## config.mk

```make
export PLATFORM = sky130hd
export DESIGN_NAME = sbtc_timer
export DESIGN_NICKNAME = d
export VERILOG_FILES = /design/src/design/sbtc_pkg.sv /design/src/design/sbtc_prescaler.sv /design/src/design/sbtc_sync.sv /design/src/design/sbtc_timer.sv
export VERILOG_INCLUDE_DIRS = /design/src /design/src/design
export SDC_FILE = /design/constraint.sdc
export NUM_CORES = 1
export LEC_CHECK = 0
export ABC_AREA = 0
export BUFFER_PORTS_ARGS = -buffer_cell sky130_fd_sc_hd__clkbuf_2
export CAP_MARGIN = 25
export CORE_MARGIN = 4
export CORE_UTILIZATION = 59
export CTS_BUF_LIST = sky130_fd_sc_hd__clkbuf_8
export DETAILED_ROUTE_END_ITERATION = 12
export PLACE_DENSITY = 0.85
export SETUP_SLACK_MARGIN = 0.2
export SLEW_MARGIN = 30
export SYNTH_ARGS = -nofsm -noshare
export SYNTH_HDL_FRONTEND = slang
export SYNTH_SLANG_ARGS = --single-unit
```

## constraint.sdc

```tcl
create_clock -name ref_clk -period 2.87 [get_ports ref_clk]
set_clock_uncertainty 0.05 [all_clocks]
set_input_delay 0.1435 -clock ref_clk [delete_from_list [all_inputs] [get_ports ref_clk]]
set_output_delay 0.1435 -clock ref_clk [all_outputs]
set_load 0.02 [all_outputs]
```

## src/design/sbtc_cfg.svh

```systemverilog
// Constants for the sixteen-bit timer/counter: register offsets, bit positions,
// reset values and timing counts. Definitions only; included by bare name.
`ifndef SBTC_CFG_SVH
`define SBTC_CFG_SVH

// Register bus geometry.
`define SBTC_AW            3
`define SBTC_DW            8

// Register offsets on the plain register port.
`define SBTC_OFF_CTRL      3'h0
`define SBTC_OFF_CNT_LO    3'h1
`define SBTC_OFF_CNT_HI    3'h2
`define SBTC_OFF_PREQ      3'h3
`define SBTC_OFF_PEN       3'h4
`define SBTC_OFF_INTCTL    3'h5
`define SBTC_OFF_PINS      3'h6

// Bit positions.
`define SBTC_PREQ_OVF      0
`define SBTC_PEN_OVF       0
`define SBTC_INTCTL_GIE    7
`define SBTC_INTCTL_PERIPH_IRQ_ENABLE   6
`define SBTC_PINS_VAL_A    0
`define SBTC_PINS_VAL_B    1
`define SBTC_PINS_DIR_A    2
`define SBTC_PINS_DIR_B    3
`define SBTC_CTRL_ON       0

// Reset values and masks.
`define SBTC_CTRL_RST      8'h00
`define SBTC_CTRL_MASK     8'h3f
`define SBTC_INTCTL_RST    8'h00
`define SBTC_DIR_RST       2'h3
`define SBTC_DIR_IN        2'h3
`define SBTC_CNT_RST       16'h0000
`define SBTC_CNT_MAX       16'hffff
`define SBTC_CNT_ONE       16'h0001

// Reference clock cycles per instruction cycle (oscillator frequency / 4).
`define SBTC_INSTR_DIV     4

`endif

```

## src/design/sbtc_pkg.sv

```systemverilog
// Types shared by the timer/counter files.
// Assumes the constants of sbtc_cfg.svh; holds no logic of its own.
package sbtc_pkg;

    // Timer control register layout.
    typedef struct packed {
        logic [1:0] rsvd;
        logic [1:0] prescale_select;
        logic       crystal_osc_enable;
        logic       sync_bypass;
        logic       clock_source_select;
        logic       timer_on;
    } sbtc_ctrl_t;

    // Prescale terminal count: ratio minus one for each select code.
    function automatic logic [2:0] sbtc_ratio_mask(input logic [1:0] sel);
        logic [2:0] m;
        m = 3'h0;
        case (sel)
            2'h0:    m = 3'h0;
            2'h1:    m = 3'h1;
            2'h2:    m = 3'h3;
            default: m = 3'h7;
        endcase
        return m;
    endfunction

endpackage

```

## src/design/sbtc_prescaler.sv

```systemverilog
// Hidden prescale counter: passes one of every 1, 2, 4 or 8 input ticks.
// Assumes tick and clear come from logic on ref_clk.
`timescale 1ns/1ps
module sbtc_prescaler (
    // Clock and reset.
    input  wire logic       ref_clk,
    input  wire logic       rst_n,
    // Control.
    input  wire logic       clear,
    input  wire logic [1:0] sel,
    // Ticks.
    input  wire logic       tick_in,
    output logic            tick_out
);

    logic [2:0] cnt_r;
    logic [2:0] mask;

    assign mask     = sbtc_pkg::sbtc_ratio_mask(sel);
    assign tick_out = tick_in && !clear && ((cnt_r & mask) == mask);

    // Clearing wins over a tick so the count restarts cleanly after a write.
    always_ff @(posedge ref_clk or negedge rst_n) begin
        if (!rst_n) begin
            cnt_r <= 3'h0;
        end else if (clear) begin
            cnt_r <= 3'h0;
        end else if (tick_in) begin
            cnt_r <= tick_out ? 3'h0 : cnt_r + 3'h1;
        end
    end

    // Helper: input ticks since the last output tick, kept apart from cnt_r
    // so the ratio check does not lean on the mask logic it guards.
    logic [3:0] chk_ticks_r;
    always_ff @(posedge ref_clk or negedge rst_n) begin
        if (!rst_n) begin
            chk_ticks_r <= 4'h0;
        end else if (clear || tick_out) begin
            chk_ticks_r <= 4'h0;
        end else if (tick_in) begin
            chk_ticks_r <= chk_ticks_r + 4'h1;
        end
    end
endmodule

```

## src/design/sbtc_sync.sv

```systemverilog
// Two-stage synchroniser for a group of level inputs from pins.
// Assumes each bit is independent; no word coherence is promised.
`timescale 1ns/1ps
module sbtc_sync #(
    parameter int W = 1
) (
    // Clock and reset.
    input  wire logic         ref_clk,
    input  wire logic         rst_n,
    // Levels.
    input  wire logic [W-1:0] d_in,
    output logic      [W-1:0] d_out
);

    logic [W-1:0] meta_r;

    // The first stage feeds only the second stage.
    always_ff @(posedge ref_clk or negedge rst_n) begin
        if (!rst_n) begin
            meta_r <= '0;
            d_out  <= '0;
        end else begin
            meta_r <= d_in;
            d_out  <= meta_r;
        end
    end

endmodule

```

## src/design/sbtc_timer.sv

```systemverilog
// Sixteen-bit timer/counter with prescaler, sync and async counting,
// crystal option and gated overflow interrupt.
// Assumes ref_clk is the oscillator clock and the register master is on ref_clk.
//
// Contract
// - Sixteen-bit up-counter in two byte registers; byte writes replace live count.
// - Source select 0 counts oscillator/4, 1 counts the external input.
// - Internal source advances once per instruction cycle times prescale ratio.
// - External source advances on each rising edge, after prescaling.
// - After reset, count write or high-then-low re-enable, a falling edge must come first.
// - Four prescale ratios 1, 2, 4, 8 chosen by a two-bit field.
// - Prescale codes 00, 01, 10, 11 give 1:1, 1:2, 1:4, 1:8.
// - Prescale counter is hidden and cleared by any count byte write.
// - Oscillator enable bit turns on the crystal oscillator, kept on in sleep.
// - With the crystal on, shared pins are inputs: values read 0, directions 1.
// - Sync bypass counts the external clock without instruction-phase alignment.
// - Async counting continues in sleep and overflow wakes the processor.
// - Mode switches may drop or add one increment.
// - No capture/compare time base while counting asynchronously.
// - Count byte reads return valid values in async counting.
// - Rollover from ffff to 0000 sets the overflow flag.
// - Interrupt goes out only with local, peripheral and global enables set.
// - The flag stays set until software clears it.
// - Counting happens only while timer on is set, in sleep too.
`timescale 1ns/1ps
`include "sbtc_cfg.svh"
module sbtc_timer #(
    parameter int INSTR_DIV = `SBTC_INSTR_DIV
) (
    // Clock and reset.
    input  wire logic                ref_clk,
    input  wire logic                rst_n,
    // Register port.
    input  wire logic [`SBTC_AW-1:0] reg_addr,
    input  wire logic [`SBTC_DW-1:0] reg_wdata,
    input  wire logic                reg_wr,
    input  wire logic                reg_rd,
    output logic      [`SBTC_DW-1:0] reg_rdata,
    // Processor state.
    input  wire logic                sleep_mode,
    output logic                     irq,
    output logic                     wake,
    // Pins.
    input  wire logic                ext_count_input,
    input  wire logic                crystal_in_pin,
    input  wire logic                shared_pin_a_value,
    input  wire logic                shared_pin_b_value,
    output logic                     crystal_osc_enable,
    output logic      [1:0]          shared_pin_direction,
    // Time base to the capture/compare unit.
    output logic      [15:0]         count_value,
    output logic                     timebase_valid
);

    if (INSTR_DIV < 1 || INSTR_DIV > 16) begin : g_bad_div
        $error("INSTR_DIV must lie between 1 and 16");
    end

    sbtc_pkg::sbtc_ctrl_t ctrl_r;
    logic [15:0]          cnt_r;
    logic [7:0]           intctl_r;
    logic                 flag_r;
    logic                 ie_r;
    logic [1:0]           dir_r;
    logic [3:0]           div_r;
    logic                 need_fall_r;
    logic                 hold_hi_r;
    logic                 pending_r;
    logic                 ext_d_r;
    logic [3:0]           pin_s;
    logic                 ext_s;
    logic                 ext_rise;
    logic                 ext_fall;
    logic                 instr_tick;
    logic                 pre_tick;
    logic                 pre_out;
    logic                 is_async;
    logic                 inc;
    logic                 ovf_evt;
    logic                 wr_lo;
    logic                 wr_hi;
    logic                 cnt_wr;
    logic                 ctrl_wr;
    logic                 preq_wr;
    logic [`SBTC_DW-1:0]  rd_nxt;

    // Pin levels pass two flip-flops before any logic reads them.
    sbtc_sync #(
        .W (4)
    ) u_sync (
        .ref_clk (ref_clk),
        .rst_n   (rst_n),
        .d_in    ({shared_pin_b_value, shared_pin_a_value,
                   crystal_in_pin, ext_count_input}),
        .d_out   (pin_s)
    );

    // Count input is the crystal output when the oscillator runs.
    assign ext_s    = ctrl_r.crystal_osc_enable ? pin_s[1] : pin_s[0];
    assign ext_rise = ext_s && !ext_d_r;
    assign ext_fall = !ext_s && ext_d_r;
    assign is_async = ctrl_r.clock_source_select && ctrl_r.sync_bypass;

    // Register strobes.
    assign wr_lo   = reg_wr && (reg_addr == `SBTC_OFF_CNT_LO);
    assign wr_hi   = reg_wr && (reg_addr == `SBTC_OFF_CNT_HI);
    assign cnt_wr  = wr_lo || wr_hi;
    assign ctrl_wr = reg_wr && (reg_addr == `SBTC_OFF_CTRL);
    assign preq_wr = reg_wr && (reg_addr == `SBTC_OFF_PREQ);

    // Instruction cycle: one tick per INSTR_DIV clocks, stopped during sleep.
    assign instr_tick = (div_r == 4'(INSTR_DIV - 1)) && !sleep_mode;

    always_ff @(posedge ref_clk or negedge rst_n) begin
        if (!rst_n) begin
            div_r <= 4'h0;
        end else if (div_r == 4'(INSTR_DIV - 1)) begin
            div_r <= 4'h0;
        end else begin
            div_r <= div_r + 4'h1;
        end
    end

    // Edge history for the selected external input.
    always_ff @(posedge ref_clk or negedge rst_n) begin
        if (!rst_n) begin
            ext_d_r <= 1'b0;
        end else begin
            ext_d_r <= ext_s;
        end
    end

    // Tick into the prescaler: instruction cycles or armed rising edges.
    always_comb begin
        pre_tick = 1'b0;
        if (ctrl_r.timer_on) begin
            if (ctrl_r.clock_source_select) begin
                pre_tick = ext_rise && !need_fall_r;
            end else begin
                pre_tick = instr_tick;
            end
        end
    end

    // The prescale count is never visible on the register port.
    sbtc_prescaler u_presc (
        .ref_clk  (ref_clk),
        .rst_n    (rst_n),
        .clear    (cnt_wr),
        .sel      (ctrl_r.prescale_select),
        .tick_in  (pre_tick),
        .tick_out (pre_out)
    );

    // Synchronous external counting lands on the next instruction tick;
    // bypass applies it at once, so it still counts while sleeping.
    always_comb begin
        inc = 1'b0;
        if (ctrl_r.timer_on) begin
            if (!ctrl_r.clock_source_select || is_async) begin
                inc = pre_out;
            end else begin
                inc = instr_tick && (pending_r || pre_out);
            end
        end
    end

    // A pending sync increment is dropped on a mode change, which can
    // lose one count; this is the accepted cost of a simple handover.
    always_ff @(posedge ref_clk or negedge rst_n) begin
        if (!rst_n) begin
            pending_r <= 1'b0;
        end else if (cnt_wr || is_async || !ctrl_r.clock_source_select) begin
            pending_r <= 1'b0;
        end else if (pre_out && !instr_tick) begin
            pending_r <= 1'b1;
        end else if (instr_tick) begin
            pending_r <= 1'b0;
        end
    end

    // Arm for a falling edge; rising edges are ignored until one is seen.
    always_ff @(posedge ref_clk or negedge rst_n) begin
        if (!rst_n) begin
            need_fall_r <= 1'b1;
        end else if (cnt_wr) begin
            need_fall_r <= 1'b1;
        end else if (ctrl_wr && !ctrl_r.timer_on && reg_wdata[`SBTC_CTRL_ON]
                     && hold_hi_r && !ext_s) begin
            need_fall_r <= 1'b1;
        end else if (ext_fall) begin
            need_fall_r <= 1'b0;
        end
    end

    // Input level captured when the timer is switched off.
    always_ff @(posedge ref_clk or negedge rst_n) begin
        if (!rst_n) begin
            hold_hi_r <= 1'b0;
        end else if (ctrl_wr && ctrl_r.timer_on && !reg_wdata[`SBTC_CTRL_ON]) begin
            hold_hi_r <= ext_s;
        end
    end

    // Control register.
    always_ff @(posedge ref_clk or negedge rst_n) begin
        if (!rst_n) begin
            ctrl_r <= `SBTC_CTRL_RST;
        end else if (ctrl_wr) begin
            ctrl_r <= reg_wdata & `SBTC_CTRL_MASK;
        end
    end

    // Counter: a byte write wins over a coincident increment.
    always_ff @(posedge ref_clk or negedge rst_n) begin
        if (!rst_n) begin
            cnt_r <= `SBTC_CNT_RST;
        end else if (wr_lo) begin
            cnt_r[7:0] <= reg_wdata;
        end else if (wr_hi) begin
            cnt_r[15:8] <= reg_wdata;
        end else if (inc) begin
            cnt_r <= cnt_r + `SBTC_CNT_ONE;
        end
    end

    assign ovf_evt = inc && !cnt_wr && (cnt_r == `SBTC_CNT_MAX);

    // Overflow flag: a new rollover wins over a software clear.
    always_ff @(posedge ref_clk or negedge rst_n) begin
        if (!rst_n) begin
            flag_r <= 1'b0;
        end else if (ovf_evt) begin
            flag_r <= 1'b1;
        end else if (preq_wr) begin
            flag_r <= reg_wdata[`SBTC_PREQ_OVF];
        end
    end

    // Enable registers.
    always_ff @(posedge ref_clk or negedge rst_n) begin
        if (!rst_n) begin
            ie_r     <= 1'b0;
            intctl_r <= `SBTC_INTCTL_RST;
        end else if (reg_wr && reg_addr == `SBTC_OFF_PEN) begin
            ie_r <= reg_wdata[`SBTC_PEN_OVF];
        end else if (reg_wr && reg_addr == `SBTC_OFF_INTCTL) begin
            intctl_r <= reg_wdata;
        end
    end

    // Shared pin directions are held at input while the crystal runs.
    always_ff @(posedge ref_clk or negedge rst_n) begin
        if (!rst_n) begin
            dir_r <= `SBTC_DIR_RST;
        end else if (ctrl_r.crystal_osc_enable) begin
            dir_r <= `SBTC_DIR_IN;
        end else if (reg_wr && reg_addr == `SBTC_OFF_PINS) begin
            dir_r <= {reg_wdata[`SBTC_PINS_DIR_B], reg_wdata[`SBTC_PINS_DIR_A]};
        end
    end

    // Read multiplexer; unmapped offsets read zero.
    always_comb begin
        rd_nxt = '0;
        case (reg_addr)
            `SBTC_OFF_CTRL:   rd_nxt = ctrl_r;
            `SBTC_OFF_CNT_LO: rd_nxt = cnt_r[7:0];
            `SBTC_OFF_CNT_HI: rd_nxt = cnt_r[15:8];
            `SBTC_OFF_PREQ:   rd_nxt[`SBTC_PREQ_OVF] = flag_r;
            `SBTC_OFF_PEN:    rd_nxt[`SBTC_PEN_OVF] = ie_r;
            `SBTC_OFF_INTCTL: rd_nxt = intctl_r;
            `SBTC_OFF_PINS: begin
                rd_nxt[`SBTC_PINS_DIR_A] = dir_r[0];
                rd_nxt[`SBTC_PINS_DIR_B] = dir_r[1];
                if (!ctrl_r.crystal_osc_enable) begin
                    rd_nxt[`SBTC_PINS_VAL_A] = pin_s[2];
                    rd_nxt[`SBTC_PINS_VAL_B] = pin_s[3];
                end
            end
            default:          rd_nxt = '0;
        endcase
    end

    // Read data stand only in the cycle after the strobe.
    always_ff @(posedge ref_clk or negedge rst_n) begin
        if (!rst_n) begin
            reg_rdata <= '0;
        end else if (reg_rd) begin
            reg_rdata <= rd_nxt;
        end else begin
            reg_rdata <= '0;
        end
    end

    // Interrupt and wake outputs. Wake needs no global enable, so a sleeping
    // processor resumes even with interrupts masked globally.
    always_ff @(posedge ref_clk or negedge rst_n) begin
        if (!rst_n) begin
            irq  <= 1'b0;
            wake <= 1'b0;
        end else begin
            irq  <= flag_r && ie_r && intctl_r[`SBTC_INTCTL_PERIPH_IRQ_ENABLE]
                    && intctl_r[`SBTC_INTCTL_GIE];
            wake <= sleep_mode && flag_r && ie_r
                    && intctl_r[`SBTC_INTCTL_PERIPH_IRQ_ENABLE];
        end
    end

    // Pin and time-base outputs, all registered.
    always_ff @(posedge ref_clk or negedge rst_n) begin
        if (!rst_n) begin
            crystal_osc_enable   <= 1'b0;
            shared_pin_direction <= `SBTC_DIR_RST;
            count_value          <= `SBTC_CNT_RST;
            timebase_valid       <= 1'b0;
        end else begin
            crystal_osc_enable   <= ctrl_r.crystal_osc_enable;
            shared_pin_direction <= dir_r;
            count_value          <= cnt_r;
            timebase_valid       <= !is_async;
        end
    end
endmodule

```

==> results.py <==
metrics = {
    "placed_design": {
        "finalWeightedCongestion": 0.966,
        "post-place-cells": 439,
        "hpwl_mm": 6.15,
        "io_buffer_count": 49,
    },
    "logic_synthesis": {
        "synthCells": 324,
        "syn-num-nets": 347,
        "synth_ff_type": "dfrtp_1",
        "ys_ff_latch": 83,
        "syn_area_um2": 3640,
        "synth_cell_type_count": 54,
        "synth-warning-count": 0,
        "async_flop_share_pct": 100,
        "ys_seq_area_share_pct": 57.2,
        "avgSynthCellArea_um2": 11.2,
        "synth_edf_count": 0,
    },
    "drt": {
        "drt_drc_violations_left": 0,
        "drtAntennaViolNets": 0,
        "drt-vias-per-instance": 6.36,
        "drt-total-wl_mm": 8.88,
        "first_pass_detailed_route_iteration_total": 5,
        "dr.first_iter.drc_count": 378,
        "num_vias": 2927,
        "wl_per_cell_um": 19.3,
    },
    "setup_path": {
        "worstPathMaxFanout": 14,
        "cell_chain_of_the_critical_path": "ha_1 -> nor4b_2 -> a32o_1 -> a31oi_2 -> or2_1 -> or4_1 -> nand3_1",
        "cp_slowest_stage_delay_ps": 550,
        "critical_path_class": "flip-flop to flip-flop",
        "timing.critical_path.slowest_stage_cell": "or4_1",
        "crit_path_arrival_time_ps": 2740,
        "crit_family": "simple AND/OR/NAND/NOR gates",
        "worst-endpoint-required_ps": 3110,
        "crit_buf_inv": 0,
        "end_kind": "flip-flop",
        "start_kind": "flip-flop",
    },
    "grt": {
        "grt-ovfl-total": 0,
        "grt_pass1_wl_mm": 14.9,
        "grt_use_total_pct": 25.9,
        "first_global_vias": 2940,
        "initial_antenna_violation_count": 0,
        "grt_start_max_net_pins": 84,
    },
    "floorplan": {
        "die_h_um": 86.5,
        "initial_utilization_pct": 61.1,
        "die_w_um": 86.5,
        "design.portCount": 50,
        "rows": 28,
        "die_area_um2": 7490,
        "core_area_um2": 5960,
    },
    "clocking": {
        "numClockSinks": 83,
        "cts-root-to-sink-buffers": 2,
        "h_tree_level_count": 3,
        "clk-insertion-delay-late_ps": 360,
        "clkSlewWorstSetupHoldPaths_ps": 90,
        "cts_tree": "yes",
        "cts_setup_buffers": 0,
        "clockRootBuffer": "clkbuf_8",
        "cts_buffers": 9,
    },
    "hold_path": {
        "worstHoldPathType": "primary input to flip-flop",
    },
    "layout": {
        "fillers": 450,
        "antenna_diode_instance_count": 0,
        "layout_cells_sized_above_1_pct": 25.7,
        "synthToLayoutAreaGrowth_pct": 15.5,
        "top_library_cells_by_usage_in_the_layout_fill_and_taps_aside": "78 x dfrtp_1, 48 x clkbuf_2, 26 x nand2_1",
        "post_layout_nonfiller_instances": 460,
        "nNetsFinal": 403,
        "layout_commonest_cell": "dfrtp_1",
    },
    "timing": {
        "drv_slew": 0,
        "hold_viol_final": 0,
        "max_slew.worst_pin.slew_ps": 781,
        "slew_headroom_pct": 47.4,
        "fmax_mhz": 400,
        "report.final.setup_viol": 0,
        "final.setup.tns_ps": 0,
        "min_period_ps": 2500,
        "setup_repair_after_global_routing_missed_its_margin": "false",
        "period_share_pct": 87.0,
    },
    "flow_run": {
        "timing.max_cap.violations": 0,
    },
    "outcome": {
        "status": "completed",
    },
    "pwr": {
        "cell_pwr_density_nw_per_um2": 716,
        "irDropWorstVdd_v": 0.000408,
        "leakage_uw": 0.00189,
    },
}
worst reg2reg max path, delay by kind of cell (launching register included):
family	cells	cell delay, ps
flip-flops	1	390
AO/OA/AOI/OAI	2	440
adder cells (fa/ha/maj)	1	220
AND/OR/NAND/NOR	4	1340
final cells by class:
cell class | count | area (µm²) | area share (%)
Clock inverter | 7 | 65.1 | 1.55
Sequential cell | 83 | 2080 | 49.5
Tap cell | 75 | 93.8 | 2.23
Inverter | 10 | 37.5 | 0.893
Timing Repair Buffer | 60 | 347 | 8.24
Clock buffer | 9 | 124 | 2.95
Multi-Input combinational cell | 216 | 1460 | 34.6
power breakdown:
part	internal, µW	switching (µW)	leakage [µW]
Combinational	246	368	0.000782
Sequential	1380	212	0.00101
Clock	337	467	0.0000947
per-stage QoR:
stage          hold WS (ps)  utilization (%)  power, µW  cell area [µm²]  setup slack, ps
2_1_floorplan          -202                -       1940             3640              801
3_3_place_gp            203             66.5       2180             3960              560
3_5_place_dp            203             66.5       2220             3960              416
4_1_cts                23.9             70.5       3010             4200              390
5_1_grt                26.1             70.6       3170             4210              230
6_report               29.7             70.6       3010             4210              373
cell families after synthesis:
family / count (synthesis) / synth area share, %
multiplexers: 28 / 8.59
AND/OR/NAND/NOR: 107 / 16.2
AO/OA/AOI/OAI: 77 / 13.8
adder cells (fa/ha/maj): 3 / 1.03
XOR/XNOR: 1 / 0.241
buffers and inverters: 25 / 2.96
flip-flops: 83 / 57.2
cells in the mapped netlist, types with 7 or more instances:
cell	n	area, µm²
mux2i_1	11	110
clkbuf_1	8	30.0
a21oi_1	15	75.1
inv_1	10	37.5
nor2_1	14	52.6
nand2_1	26	97.6
nand3_1	19	95.1
dfrtp_1	78	1950
nor3_1	7	35.0
a211oi_1	9	67.6
mux2_2	16	180
a22oi_1	7	52.6
o21ai_0	18	90.1
state kept, by name (all words and copies together), names as in the netlist, 2 cells and up:
register              count
intctl_r                  8
cnt_r                    16
count_value              16
shared_pin_direction      2
dir_r                     2
div_r                     4
u_sync.d_out              4
u_presc.cnt_r             3
u_sync.meta_r             4
reg_rdata                 8
ctrl_r                    6
layer usage:
metal,up-vias,track usage (%),share of wire [%]
li1,1325,-,-
met1,1432,34.9,41
met2,147,42.0,50
met3,23,5.42,6.9
met4,0,8.78,2.3
met5,-,0,0
final timing paths:
check                      cells after the start             start  slack (ps)              end
min in group asynchronous                      2             rst_n         330     reg_rdata[6]
max reg2reg                                    7          div_r[0]         370         cnt_r[7]
max in group asynchronous                      2             rst_n        1940        cnt_r[10]
min                                            2      reg_wdata[6]          30      intctl_r[6]
min reg2reg                                    0  u_sync.meta_r[2]         310  u_sync.d_out[2]
max                                            7          div_r[0]         370         cnt_r[7]
what timing repair did:
item | CTS | global route
hold endpoints to repair | 82 | 0
hold buffers | 5 | 0
gates resized for setup | 0 | 0
(Power assumes the default switching activity.)
